==> src/design/serp_pkg.sv <==
package serp_pkg;
   // register select codes for the command port
   typedef enum logic [3:0] {
      SERP_REG_SRE,
      SERP_REG_STB,
      SERP_REG_STDEV,
      SERP_REG_ESE,
      SERP_REG_OP_COND,
      SERP_REG_OP_PTR,
      SERP_REG_OP_NTR,
      SERP_REG_OP_EVENT,
      SERP_REG_OP_ENABLE,
      SERP_REG_QU_COND,
      SERP_REG_QU_PTR,
      SERP_REG_QU_NTR,
      SERP_REG_QU_EVENT,
      SERP_REG_QU_ENABLE
   } serp_reg_type;

   // standard event bit positions
   localparam int SERP_SEV_OPC = 0;
   localparam int SERP_SEV_QUERY = 2;
   localparam int SERP_SEV_DEVICE = 3;
   localparam int SERP_SEV_EXEC = 4;
   localparam int SERP_SEV_CMD = 5;
   localparam int SERP_SEV_PON = 7;

   // status byte bit positions
   localparam int SERP_STB_QUEST = 3;
   localparam int SERP_STB_MAV = 4;
   localparam int SERP_STB_STD = 5;
   localparam int SERP_STB_MASTER = 6;
   localparam int SERP_STB_OPER = 7;

   // group width and defaults loaded by preset and power-on
   localparam int SERP_GRP_W = 16;
   localparam logic [15:0] SERP_PTR_DEFAULT = 16'h7fff;
   localparam logic [15:0] SERP_NTR_DEFAULT = 16'h0000;
   localparam logic [15:0] SERP_MASK_CLEAR = 16'h0000;
   localparam logic [7:0] SERP_BYTE_CLEAR = 8'h00;
   // bit 15 always reads zero
   localparam logic [15:0] SERP_GRP_VALID = 16'h7fff;

   // pending-operation tracking states
   typedef enum logic [1:0] {
      SERP_OPC_IDLE,
      SERP_OPC_WAIT
   } serp_opc_type;
endpackage

==> src/design/serp_group.sv <==
`timescale 1ns/1ps
// one condition group: filters, sticky events, enable, summary
module serp_group
   import serp_pkg::*;
#(
   parameter int W = SERP_GRP_W
)(
   // clock and reset
   input wire logic clk,
   input wire logic resetn,
   // live status
   input wire logic [W-1:0] cond_in,
   input wire logic [W-1:0] event_in,
   // control
   input wire logic preset,
   input wire logic clear_status,
   input wire logic wr_ptr,
   input wire logic wr_ntr,
   input wire logic wr_enable,
   input wire logic rd_event,
   input wire logic [W-1:0] wr_data,
   // state
   output logic [W-1:0] cond_q,
   output logic [W-1:0] ptr_q,
   output logic [W-1:0] ntr_q,
   output logic [W-1:0] event_q,
   output logic [W-1:0] enable_q,
   output logic summary_q
);
   logic [W-1:0] set_d;
   logic [W-1:0] event_d;

   always_ff @(posedge clk)
   begin
      if (!resetn)
         cond_q <= '0;
      else
         cond_q <= cond_in & W'(SERP_GRP_VALID);
   end

   always_ff @(posedge clk)
   begin
      if (!resetn || preset)
      begin
         ptr_q <= W'(SERP_PTR_DEFAULT);
         ntr_q <= W'(SERP_NTR_DEFAULT);
      end
      else
      begin
         if (wr_ptr)
            ptr_q <= wr_data & W'(SERP_GRP_VALID);
         if (wr_ntr)
            ntr_q <= wr_data & W'(SERP_GRP_VALID);
      end
   end

   always_ff @(posedge clk)
   begin
      if (!resetn || preset)
         enable_q <= W'(SERP_MASK_CLEAR);
      else if (wr_enable)
         enable_q <= wr_data & W'(SERP_GRP_VALID);
   end

   always_comb
   begin
      set_d = (ptr_q & cond_in & ~cond_q) | (ntr_q & ~cond_in & cond_q);
      set_d = (set_d | event_in) & W'(SERP_GRP_VALID);
   end

   always_comb
   begin
      event_d = (rd_event || clear_status) ? set_d : (event_q | set_d);
   end

   always_ff @(posedge clk)
   begin
      if (!resetn)
         event_q <= '0;
      else
         event_q <= event_d;
   end

   always_ff @(posedge clk)
   begin
      if (!resetn)
         summary_q <= 1'b0;
      else
         summary_q <= |(event_d & enable_q);
   end

   // rising edge with positive filter sets event
   AST_RISE_SETS: assert property (@(posedge clk) disable iff (!resetn)
      (|(ptr_q & cond_in & ~cond_q)) |=> (|event_q))
      else $error("rising edge did not set event");
   AST_STICKY: assert property (@(posedge clk) disable iff (!resetn)
      (event_q[0] && !rd_event && !clear_status) |=> event_q[0])
      else $error("event bit dropped without read");
endmodule // serp_group

==> src/design/serp_status.sv <==
`timescale 1ns/1ps
// Behaviour
// - service enable mask selects status byte bits
// - zero mask means no request; reset clears
// - no pending: operation-complete sets bit 0
// - pending: set bit 0 on falling pending
// - single/continuous measurement drives pending condition
// - block mode pending until last measurement
// - query error sets event bit 2
// - device error sets event bit 3
// - execution error sets event bit 4
// - command error sets event bit 5
// - power-on sets event bit 7
// - bits 1 and 6 never set
// - event enable mask drives status bit 5
// - two groups with full register sets
// - conditions track live status, reads harmless
// - filters choose which edges set events
// - filters kept on clear, defaulted on preset
// - event bits sticky until read
// - query or clear-status clears event registers
// - group enable masks select summary bits
// - summaries at status bits 3,5,6,7
module serp_status
   import serp_pkg::*;
#(
   parameter int W = SERP_GRP_W
)(
   // clock and reset
   input wire logic clk,
   input wire logic resetn,
   // register command port from the command parser
   input wire logic reg_wr,
   input wire logic reg_rd,
   input wire serp_reg_type reg_sel,
   input wire logic [W-1:0] reg_wdata,
   output logic [W-1:0] reg_rdata_q,
   output logic reg_rvalid_q,
   // commands
   input wire logic cmd_clear_status,
   input wire logic cmd_preset,
   input wire logic cmd_opc,
   // measurement activity
   input wire logic meas_start,
   input wire logic meas_end,
   input wire logic block_mode,
   input wire logic block_last_done,
   // error class events
   input wire logic err_query,
   input wire logic err_device,
   input wire logic err_exec,
   input wire logic err_cmd,
   // queue and live status
   input wire logic msg_available,
   input wire logic [W-1:0] oper_cond_in,
   input wire logic [W-1:0] oper_event_in,
   input wire logic [W-1:0] quest_cond_in,
   input wire logic [W-1:0] quest_event_in,
   // summaries
   output logic [7:0] status_byte_q,
   output logic service_request_q,
   output logic pending_q
);
   logic [7:0] sre_q;
   logic [7:0] ese_q;
   logic [7:0] standard_event_latch;
   logic [7:0] std_set;
   logic pon_done_q;
   logic pend_fall;
   logic opc_fire;
   logic std_event_summary;
   logic questionable_summary;
   logic operation_summary;
   logic master_summary;
   logic [7:0] stb_d;
   serp_opc_type opc_q;
   logic [W-1:0] op_cond, op_ptr, op_ntr, op_event, op_enable;
   logic [W-1:0] qu_cond, qu_ptr, qu_ntr, qu_event, qu_enable;
   logic op_sum_q;
   logic qu_sum_q;

   function automatic logic is_sel(input serp_reg_type s, input serp_reg_type t);
      is_sel = (s == t);
   endfunction

   // ----------------------------------------------------------------
   // condition groups
   // ----------------------------------------------------------------
   // operation group
   serp_group #(.W(W)) u_oper (
      .clk(clk),
      .resetn(resetn),
      .cond_in(oper_cond_in),
      .event_in(oper_event_in),
      .preset(cmd_preset),
      .clear_status(cmd_clear_status),
      .wr_ptr(reg_wr && is_sel(reg_sel, SERP_REG_OP_PTR)),
      .wr_ntr(reg_wr && is_sel(reg_sel, SERP_REG_OP_NTR)),
      .wr_enable(reg_wr && is_sel(reg_sel, SERP_REG_OP_ENABLE)),
      .rd_event(reg_rd && is_sel(reg_sel, SERP_REG_OP_EVENT)),
      .wr_data(reg_wdata),
      .cond_q(op_cond),
      .ptr_q(op_ptr),
      .ntr_q(op_ntr),
      .event_q(op_event),
      .enable_q(op_enable),
      .summary_q(op_sum_q)
   );

   serp_group #(.W(W)) u_quest (
      .clk(clk),
      .resetn(resetn),
      .cond_in(quest_cond_in),
      .event_in(quest_event_in),
      .preset(cmd_preset),
      .clear_status(cmd_clear_status),
      .wr_ptr(reg_wr && is_sel(reg_sel, SERP_REG_QU_PTR)),
      .wr_ntr(reg_wr && is_sel(reg_sel, SERP_REG_QU_NTR)),
      .wr_enable(reg_wr && is_sel(reg_sel, SERP_REG_QU_ENABLE)),
      .rd_event(reg_rd && is_sel(reg_sel, SERP_REG_QU_EVENT)),
      .wr_data(reg_wdata),
      .cond_q(qu_cond),
      .ptr_q(qu_ptr),
      .ntr_q(qu_ntr),
      .event_q(qu_event),
      .enable_q(qu_enable),
      .summary_q(qu_sum_q)
   );

   // ----------------------------------------------------------------
   // pending operation
   // ----------------------------------------------------------------
   // pending rises at start; block mode ends on last
   always_ff @(posedge clk)
   begin
      if (!resetn)
         pending_q <= 1'b0;
      else if (meas_start)
         pending_q <= 1'b1;
      else if (block_mode ? block_last_done : meas_end)
         pending_q <= 1'b0;
   end

   assign pend_fall = pending_q && !meas_start && (block_mode ? block_last_done : meas_end);

   always_ff @(posedge clk)
   begin
      if (!resetn)
         opc_q <= SERP_OPC_IDLE;
      else
         case (opc_q)
            SERP_OPC_IDLE:
               if (cmd_opc && pending_q && !pend_fall)
                  opc_q <= SERP_OPC_WAIT;
            SERP_OPC_WAIT:
               if (pend_fall)
                  opc_q <= SERP_OPC_IDLE;
            default:
               opc_q <= SERP_OPC_IDLE;
         endcase
   end

   assign opc_fire = (cmd_opc && (!pending_q || pend_fall))
      || (opc_q == SERP_OPC_WAIT && pend_fall);

   // ----------------------------------------------------------------
   // standard event register
   // ----------------------------------------------------------------
   // power-on flag: the first cycle after reset is the supply event
   always_ff @(posedge clk)
   begin
      if (!resetn)
         pon_done_q <= 1'b0;
      else
         pon_done_q <= 1'b1;
   end

   always_comb
   begin
      std_set = SERP_BYTE_CLEAR;
      std_set[SERP_SEV_OPC] = opc_fire;
      std_set[SERP_SEV_QUERY] = err_query;
      std_set[SERP_SEV_DEVICE] = err_device;
      std_set[SERP_SEV_EXEC] = err_exec;
      std_set[SERP_SEV_CMD] = err_cmd;
      std_set[SERP_SEV_PON] = !pon_done_q;
      // bits 1 and 6 stay clear by construction
   end

   // read or clear-status empties it, set wins
   always_ff @(posedge clk)
   begin
      if (!resetn)
         standard_event_latch <= SERP_BYTE_CLEAR;
      else if (cmd_clear_status || (reg_rd && is_sel(reg_sel, SERP_REG_STDEV)))
         standard_event_latch <= std_set;
      else
         standard_event_latch <= standard_event_latch | std_set;
   end

   // ----------------------------------------------------------------
   // enable masks
   // ----------------------------------------------------------------
   // both masks clear at reset
   always_ff @(posedge clk)
   begin
      if (!resetn)
         sre_q <= SERP_BYTE_CLEAR;
      else if (reg_wr && is_sel(reg_sel, SERP_REG_SRE))
         sre_q <= reg_wdata[7:0];
   end

   always_ff @(posedge clk)
   begin
      if (!resetn)
         ese_q <= SERP_BYTE_CLEAR;
      else if (reg_wr && is_sel(reg_sel, SERP_REG_ESE))
         ese_q <= reg_wdata[7:0];
   end

   // ----------------------------------------------------------------
   // status byte and service request
   // ----------------------------------------------------------------
   // standard summary from enabled events
   assign std_event_summary = |(standard_event_latch & ese_q);
   assign questionable_summary = qu_sum_q;
   assign operation_summary = op_sum_q;

   always_comb
   begin
      stb_d = SERP_BYTE_CLEAR;
      stb_d[SERP_STB_QUEST] = questionable_summary;
      stb_d[SERP_STB_MAV] = msg_available;
      stb_d[SERP_STB_STD] = std_event_summary;
      stb_d[SERP_STB_OPER] = operation_summary;
      // request from enabled bits, bit 6 excluded
      master_summary = |(stb_d & sre_q);
      stb_d[SERP_STB_MASTER] = master_summary;
   end

   always_ff @(posedge clk)
   begin
      if (!resetn)
      begin
         status_byte_q <= SERP_BYTE_CLEAR;
         service_request_q <= 1'b0;
      end
      else
      begin
         status_byte_q <= stb_d;
         service_request_q <= master_summary;
      end
   end

   // ----------------------------------------------------------------
   // register reads
   // ----------------------------------------------------------------
   // condition reads have no side effect
   always_ff @(posedge clk)
   begin
      if (!resetn)
      begin
         reg_rdata_q <= '0;
         reg_rvalid_q <= 1'b0;
      end
      else
      begin
         reg_rvalid_q <= reg_rd;
         if (reg_rd)
            case (reg_sel)
               SERP_REG_SRE: reg_rdata_q <= W'(sre_q);
               SERP_REG_STB: reg_rdata_q <= W'(stb_d);
               SERP_REG_STDEV: reg_rdata_q <= W'(standard_event_latch);
               SERP_REG_ESE: reg_rdata_q <= W'(ese_q);
               SERP_REG_OP_COND: reg_rdata_q <= op_cond;
               SERP_REG_OP_PTR: reg_rdata_q <= op_ptr;
               SERP_REG_OP_NTR: reg_rdata_q <= op_ntr;
               SERP_REG_OP_EVENT: reg_rdata_q <= op_event;
               SERP_REG_OP_ENABLE: reg_rdata_q <= op_enable;
               SERP_REG_QU_COND: reg_rdata_q <= qu_cond;
               SERP_REG_QU_PTR: reg_rdata_q <= qu_ptr;
               SERP_REG_QU_NTR: reg_rdata_q <= qu_ntr;
               SERP_REG_QU_EVENT: reg_rdata_q <= qu_event;
               SERP_REG_QU_ENABLE: reg_rdata_q <= qu_enable;
               default: reg_rdata_q <= '0;
            endcase
      end
   end

   // ----------------------------------------------------------------
   // checks
   // ----------------------------------------------------------------
   AST_SRE_ZERO: assert property (@(posedge clk) disable iff (!resetn)
      (sre_q == 8'h00) |=> !service_request_q)
      else $error("service request with zero mask");
   AST_OPC_IMMEDIATE: assert property (@(posedge clk) disable iff (!resetn)
      (cmd_opc && !pending_q) |=> standard_event_latch[SERP_SEV_OPC])
      else $error("operation complete not set immediately");
   AST_OPC_WAIT: assert property (@(posedge clk) disable iff (!resetn)
      (opc_q == SERP_OPC_WAIT && pend_fall) |=> standard_event_latch[SERP_SEV_OPC])
      else $error("operation complete missed falling pending");
   AST_PEND_RISE: assert property (@(posedge clk) disable iff (!resetn)
      meas_start |=> pending_q)
      else $error("pending not raised at start");
   AST_BLOCK_HOLD: assert property (@(posedge clk) disable iff (!resetn)
      (pending_q && block_mode && !block_last_done) |=> pending_q)
      else $error("pending dropped inside block");
   AST_QUERY_ERR: assert property (@(posedge clk) disable iff (!resetn)
      err_query |=> standard_event_latch[SERP_SEV_QUERY])
      else $error("query error not latched");
   AST_DEVICE_ERR: assert property (@(posedge clk) disable iff (!resetn)
      err_device |=> standard_event_latch[SERP_SEV_DEVICE])
      else $error("device error not latched");
   AST_EXEC_ERR: assert property (@(posedge clk) disable iff (!resetn)
      err_exec |=> standard_event_latch[SERP_SEV_EXEC])
      else $error("execution error not latched");
   AST_CMD_ERR: assert property (@(posedge clk) disable iff (!resetn)
      err_cmd |=> standard_event_latch[SERP_SEV_CMD])
      else $error("command error not latched");
   AST_UNUSED_BITS: assert property (@(posedge clk) disable iff (!resetn)
      (standard_event_latch[1] == 1'b0) && (standard_event_latch[6] == 1'b0))
      else $error("unused standard event bit set");
   AST_READ_KEEPS_NEW: assert property (@(posedge clk) disable iff (!resetn)
      (reg_rd && reg_sel == SERP_REG_STDEV && err_cmd) |=> standard_event_latch[SERP_SEV_CMD])
      else $error("event lost during read");
   AST_CLEAR_STD: assert property (@(posedge clk) disable iff (!resetn)
      (cmd_clear_status && std_set == SERP_BYTE_CLEAR)
      |=> (standard_event_latch == SERP_BYTE_CLEAR))
      else $error("clear status left standard events");
   AST_SRQ_RAISE: assert property (@(posedge clk) disable iff (!resetn)
      (|({operation_summary, 1'b0, std_event_summary, msg_available, questionable_summary,
         3'b000} & sre_q)) |=> service_request_q)
      else $error("enabled summary raised no request");
   AST_STD_SUMMARY: assert property (@(posedge clk) disable iff (!resetn)
      (|(standard_event_latch & ese_q)) |=> status_byte_q[SERP_STB_STD])
      else $error("standard summary missing");
endmodule // serp_status

==> config.mk <==
export PLATFORM = sky130hd
export DESIGN_NAME = serp_status
export DESIGN_NICKNAME = d
export VERILOG_FILES = /design/src/design/serp_pkg.sv /design/src/design/serp_group.sv /design/src/design/serp_status.sv
export SDC_FILE = /design/constraint.sdc
export NUM_CORES = 1
export LEC_CHECK = 0
export BUFFER_PORTS_ARGS = -buffer_cell sky130_fd_sc_hd__buf_2
export CORE_MARGIN = 10
export CORE_UTILIZATION = 30
export DETAILED_ROUTE_END_ITERATION = 10
export PLACE_DENSITY_LB_ADDON = 0.08
export SYNTH_ARGS = -nofsm -noshare
export SYNTH_HDL_FRONTEND = slang
export SYNTH_HIERARCHICAL = 1
export SYNTH_SLANG_ARGS = --single-unit
==> constraint.sdc <==
create_clock -name clk -period 5.2 [get_ports clk]
set_clock_uncertainty 0.15 [all_clocks]
set_input_delay 0.26 -clock clk [delete_from_list [all_inputs] [get_ports clk]]
set_output_delay 0.26 -clock clk [all_outputs]
set_load 0.05 [all_outputs]
==> flow_summary.yaml, run 1 <==
run_status:
  status: "completed"
global_routing:
  groute.usage.overall: 0.198
  grt_pass1_vias: 8249
  overflow: 0
  grt_max_degree: 41
  antenna_found_initial: 1
  grt_pass1_wl_mm: 56.8
worst_setup_path:
  cp_data_arrival_time_ns: 3.32
  critical_path.startpoint: "reg_sel[3]"
  cp_max_fo: 15
  critPathLaunchType: "primary input"
  required_ns: 5.38
  cp-end-kind: "flip-flop"
  ff2ff_path_depth: 5
  worstSetupPathType: "in2reg"
  rr_startpoint: "u_quest/cond_q[7]"
clock_tree:
  cts-root-buf: "clkbuf_16"
  tritoncts: "built"
  worst_skew_pair.late_latency_ns: 0.45
  clk_pin_slew_worst_paths_ns: 0.08
  cts_max_path_buffers: 2
  cts_buffers: 17
  h-tree-depth: 4
  cts.sinks: 199
  cts_resized: 0
floorplan:
  dieHeight_um: 197
  start_util: 0.305
  die_area_um2: 38800
  io-pin-count: 127
  fp-row-count: 64
  die_w_um: 197
  core_area_um2: 30700
yosys:
  synth_top_area_share: 0.425
  yosys_warnings: 6
  ys_top_cells_by_area: "dfxtp_1, mux2i_1, nand2_1"
  ys.flop_type: "dfxtp_1"
  seq_area_frac_synth: 0.425
  syn_area_um2: 9380
  synthDistinctLibCells: 68
  netlist_instances: 999
  synth-seq-cells: 199
  synth_edf_count: 0
  synth_area_per_cell_um2: 9.39
  synth-async-reset-ratio: 0
  synth_top_area_cell: "dfxtp_1"
finish:
  n_antenna_cell: 0
  nets: 1251
  syn_to_final_growth_pct: 22.2
  fill_cells: 3215
  drive_above_1_share: 0.180
  utilization: 0.373
  final_area_um2: 11500
place:
  placed_area_um2: 10300
  gp_congestion: 0.845
  io_buffers: 118
  hpwlAfterDp_mm: 27.1
routing:
  drc: 0
  viasPerCell: 5.25
  vias: 8196
  wl_mm: 38.8
  drtPass1Iterations: 5
  wire_per_inst_um: 24.9
  drtIter0Drc: 693
  ant_nets: 0
worst_hold_path:
  hp-class: "in2reg"
  min-delay-start: "reg_wdata[1]"
  whs_path_depth: 3
timing:
  fmax_mhz: 318
  tightestPinTransition_ns: 1.19
  tns_ns: 0
  setup_viol: 0
  fin_crit_sh: 0.604
  rsz0062_at_grt: "no"
  maxSlewViolCount: 0
  hold_slack_ns: 0.0167
  fin_crit_ns: 3.14
  max_slew_margin: 0.204
  finalHoldViolCount: 0
power_and_ir_drop:
  powerDensity_nw_per_um2: 299
  ir_drop_v: 0.000216
  finalPower_mw: 3.43
  p_leak_nw: 4.50
job:
  cap_violations: 0
==> synth_stat cells, types with 10 or more instances <==
cell type and instances:
and2_1 45, a32oi_1 10, a22o_1 13, nand3b_1 16, nor2b_1 46, and3b_1 19, buf_2 18, dfxtp_1 199
buf_4 24, nand3_1 10, clkbuf_1 28, a22oi_1 25, inv_1 14, nor2_1 81, mux2i_1 126, o21ai_0 28
and3b_2 10, nand2_1 82, a21oi_1 22
==> flip-flops by register name, summed over array words and instances, names as in the netlist, 15 cells and up <==
signal and flops:
u_quest/enable_q 15, u_quest/event_q 15, u_oper/ptr_q 15, u_oper/ntr_q 15, u_oper/cond_q 15, u_quest/ntr_q 15, u_oper/enable_q 15, u_quest/ptr_q 15
reg_rdata_q 16, u_oper/event_q 15, u_quest/cond_q 15
==> critical path: stages <==
cell and delay (ns):
buf_2 0.33, nor2b_1 0.18, buf_4 0.23, and3_1 0.18
nor2_1 0.04, buf_4 0.23, a2111o_1 0.47, a222oi_1 0.76
o2111ai_1 0.26, o41a_1 0.36
==> path summary, 6_finish.rpt <==
kind / endpoint / slack (ns)
worst max-delay path: u_quest/summary_q / 2.06
worst min-delay path: u_quest/ptr_q[1] / 0.02
worst max register to register: u_quest/summary_q / 2.63
worst min register to register: standard_event_latch[7] / 0.26
==> area by class of cell <==
| class | count | area (um^2) | area share |
|---|---|---|---|
| Timing Repair Buffer | 202 | 1380 | 0.120 |
| Inverter | 16 | 60.1 | 0.00524 |
| Clock inverter | 14 | 153 | 0.0133 |
| Clock buffer | 18 | 439 | 0.0383 |
| Sequential cell | 199 | 3980 | 0.347 |
| Multi-Input combinational cell | 715 | 4960 | 0.432 |
| Tap cell | 396 | 495 | 0.0432 |
==> cells by family after synthesis <==
kind of cell	count (synthesis)	share of synthesized area
AND/OR/NAND/NOR	350	0.202
AO/OA/AOI/OAI	215	0.170
flip-flops	199	0.425
multiplexers	137	0.149
buffers and inverters	95	0.0532
other	3	0.00120
==> cells in the final DEF, fill, tap and decap left out, types with 9 or more instances in the layout <==
master         netlist  layout
inv_1               14      14
a2111oi_0            9       9
conb_1               3      13
o21ai_0             28      28
dlygate4sd3_1        0      62
mux2i_1            126     126
nor2b_1             46      43
and3b_1             19      19
buf_4               24      22
a32oi_1             10      10
nand2_1             82      82
dfxtp_1            199     199
a21oi_1             22      22
and3b_2             10      10
a22oi_1             25      25
nand3_1             10      10
nor2_1              81      78
a22o_1              13      13
a211oi_1             9       9
clkbuf_16            0      17
and2_1              45      45
buf_2               18     118
nand3b_1            16      16
==> timing repair <==
item | 4_1_cts | 5_1_grt
hold buffers | 62 | 0
setup buffers | 0 | 0
hold endpoints to repair | 65 | 0
endpoints found under the setup margin | 0 | 0
==> through the flow <==
step,setup slack (ns),instances
2_1_floorplan,2.80,1009
3_3_place_gp,1.78,1466
3_5_place_dp,1.73,1466
4_1_cts,2.19,1560
5_1_grt,2.07,1560
6_report,2.06,1560
==> metal layers <==
metal	GRT usage	routed length, um	vias up	share of wire
met4	0.0584	772	2	0.020
met3	0.0392	2330	44	0.060
met1	0.264	17800	3984	0.46
met2	0.316	17900	272	0.46
met5	0	18	-	0.00046
li1	-	-	3894	-
==> power by group <==
group          total [mW]  leakage, nW  switching [mW]  internal [mW]
logic               0.438         2.58           0.271          0.167
clock network        1.39        0.291           0.687          0.700
registers            1.61         1.63          0.0380           1.57
total                3.43         4.50           0.996           2.44
No activity file was read; power rests on OpenSTA's default activity.
==> run 2, diff against run 1 <==
--- a/config.mk
+++ b/config.mk
@@ -5,6 +5,7 @@
 export SDC_FILE = /design/constraint.sdc
 export NUM_CORES = 1
 export LEC_CHECK = 0
+export ABC_AREA = 1
 export BUFFER_PORTS_ARGS = -buffer_cell sky130_fd_sc_hd__buf_2
 export CORE_MARGIN = 10
 export CORE_UTILIZATION = 30
==> constraint.sdc (replaced) <==
create_clock -name clk -period 2.7 [get_ports clk]
set_clock_uncertainty 0.15 [all_clocks]
set_input_delay 0.135 -clock clk [delete_from_list [all_inputs] [get_ports clk]]
set_output_delay 0.135 -clock clk [all_outputs]
set_load 0.05 [all_outputs]
==> run 2 against run 1 <==
Compared with the run above: utilization up 0.48 points; non-clock buffer count up 25; cell count up 31%; via count is 17% higher; register-to-register slack got worse by 1.9 ns; flip-flop and latch count unchanged; synthesized cell count rose by 45%; critical path depth is the same; largest power group unchanged.
==> flow_summary.yaml, run 2 <==
run_status:
  status: "completed"
floorplan:
  fp-row-count: 65
  start_util: 0.302
  die_w_um: 198
  dieHeight_um: 198
  die_area_um2: 39100
  io-pin-count: 127
  core_area_um2: 31400
yosys:
  seq_area_frac_synth: 0.420
  synth-async-reset-ratio: 0
  yosys.area_share.simple: 0.386
  synth_top_family_by_area: "simple AND/OR/NAND/NOR gates"
  muxShareOfSynthArea: 0
  syn_area_um2: 9480
  synth_edf_count: 0
  synth-xor-area-share: 0
  netlist_instances: 1444
  yosys_warnings: 6
  synth_common_cells: "nand2_1, dfxtp_1, inv_1"
  ys.flop_type: "dfxtp_1"
  synth_top_area_share: 0.420
  synthDistinctLibCells: 29
  synth-adder-area-share: 0
  yosysMostFrequentCell: "nand2_1"
  synth_top_area_cell: "dfxtp_1"
  ys_top_cells_by_area: "dfxtp_1, nand2_1, a21oi_1"
  synth-seq-cells: 199
  synth_compound_area_frac: 0.0983
  synth_area_per_cell_um2: 6.57
power_and_ir_drop:
  p_clk_frac: 0.406
  p_leak_nw: 5.61
  p_int_mw: 4.66
  powerDensity_nw_per_um2: 552
  ir_drop_v: 0.000439
  comb_power_share: 0.122
  p_seq_frac: 0.472
  finalPower_mw: 6.55
  p_switching_mw: 1.88
  p_sw_frac: 0.288
routing:
  drtPass1Iterations: 6
  ant_nets: 0
  drtIter0Drc: 739
  wire_per_inst_um: 18.6
  drc: 0
  wl_mm: 38.1
  vias: 9577
  viasPerCell: 4.67
place:
  gp_congestion: 0.845
  io_buffers: 118
  pre_cts_ws_ns: 0.558
  hpwlAfterDp_mm: 26.6
  dp_cells: 1924
  placed_area_um2: 10300
global_routing:
  grt_max_degree: 33
  overflow: 0
  groute.usage.overall: 0.196
  grt_pass1_wl_mm: 57.0
  antenna_found_initial: 0
  grt_pass1_vias: 9341
worst_setup_path:
  required_ns: 2.96
  ff2ff_path_depth: 6
  worstSetupPathType: "in2reg"
  cp_data_arrival_time_ns: 2.82
  cp-end-kind: "flip-flop"
  critPathLaunchType: "primary input"
  cp_max_fo: 2
finish:
  utilization: 0.378
  nets: 1734
  layout_common_cells: "nand2_1, dfxtp_1, inv_1, buf_2, nor2_1"
  n_antenna_cell: 0
  stdcell_count: 2049
  top_register: "reg_rdata_q"
  largest_reg_flops: 16
  final_area_um2: 11900
  mostFrequentLayoutCell: "nand2_1"
  drive_above_1_share: 0.127
  syn_to_final_growth_pct: 25.1
timing:
  fin_crit_ns: 2.56
  maxSlewViolCount: 0
  fmax_mhz: 390
  finalWorstSetupSlack_ns: 0.136
  tightestPinTransition_ns: 1.19
  fin_crit_sh: 0.950
  hold_slack_ns: 0.0193
  max_slew_margin: 0.207
  finalHoldViolCount: 0
  tns_ns: 0
  rsz0062_at_grt: "no"
  setup_viol: 0
clock_tree:
  h-tree-depth: 4
  worst_skew_pair.late_latency_ns: 0.46
  tritoncts: "built"
  cts-root-buf: "clkbuf_16"
  cts_buffers: 17
  cts_max_path_buffers: 2
  clk_pin_slew_worst_paths_ns: 0.08
  cts.sinks: 199
job:
  cap_violations: 0
worst_hold_path:
  whs_path_depth: 5
  hp-class: "in2reg"
-- run 2: cell types whose count changed in the layout (fill, tap and decap cells not counted), moves of 19 or more --
cell           change
inv_1            +104
nor2_1            +39
and2_1            -45
and3b_1           -19
mux2i_1          -126
dlygate4sd3_1     +31
nand2_1          +519
a22oi_1           -25
nand3_1           +81
nor2b_1           -43
a21oi_1           +82
-- run 2: power by group through the flow --
stage                     Combinational [mW]  Sequential [mW]  Clock, mW
final                                  0.797             3.09       2.66
after global routing                   0.879             3.11       2.83
after CTS                              0.800             3.09       2.72
after detailed placement               0.692             3.16          0
after global placement                 0.690             3.16          0
after floorplan                        0.369             3.19          0
-- run 2: logic make-up (layout without fill, tap and decap cells) --
group / after synthesis / in the layout
flops: 199 / 199
compound gates: 177 / 177
buf+inv: 195 / 388
simple gates: 870 / 870
other cells: 3 / 13
-- run 2: critical path, stage by stage --
cell and delay, ns:
dlygate4sd3_1 0.53, buf_2 0.12, nand2_1 0.04, dlygate4sd3_1 0.53, o21ai_0 0.10, o21ai_0 0.14, dlygate4sd3_1 0.56, nand2_1 0.05
dlygate4sd3_1 0.57, inv_1 0.05
-- run 2: final cells by class --
| type | instances | area, um^2 |
|---|---|---|
| fill | 3439 | 19500 |
| multi-input combinational | 1060 | 4660 |
| sequential | 199 | 3980 |
| timing repair buffer | 227 | 1640 |
| tap | 402 | 503 |
| inverter | 129 | 484 |
| clock buffer | 20 | 457 |
| clock inverter | 12 | 128 |
-- run 2: final timing paths --
kind,slack [ns],from,endpoint
setup / recovery,0.14,block_last_done,pending_q
hold / removal,0.02,block_mode,opc_q[0]
setup reg to reg,0.70,pending_q,pending_q
hold reg to reg,0.27,pon_done_q,standard_event_latch[7]
-- run 2: timing repair --
action / in CTS / in global routing
gates resized for setup: 0 / 0
hold endpoints to repair: 177 / 0
setup buffers: 0 / 0
hold buffers: 93 / 0
-- run 2: routing by layer --
metal  vias to the layer above  track usage  wire (um)
met4                         0       0.0470        538
met3                        27       0.0302       1560
li1                       4859            -          -
met1                      4448        0.254      17800
met2                       243        0.331      18200
met5                         -            0          0
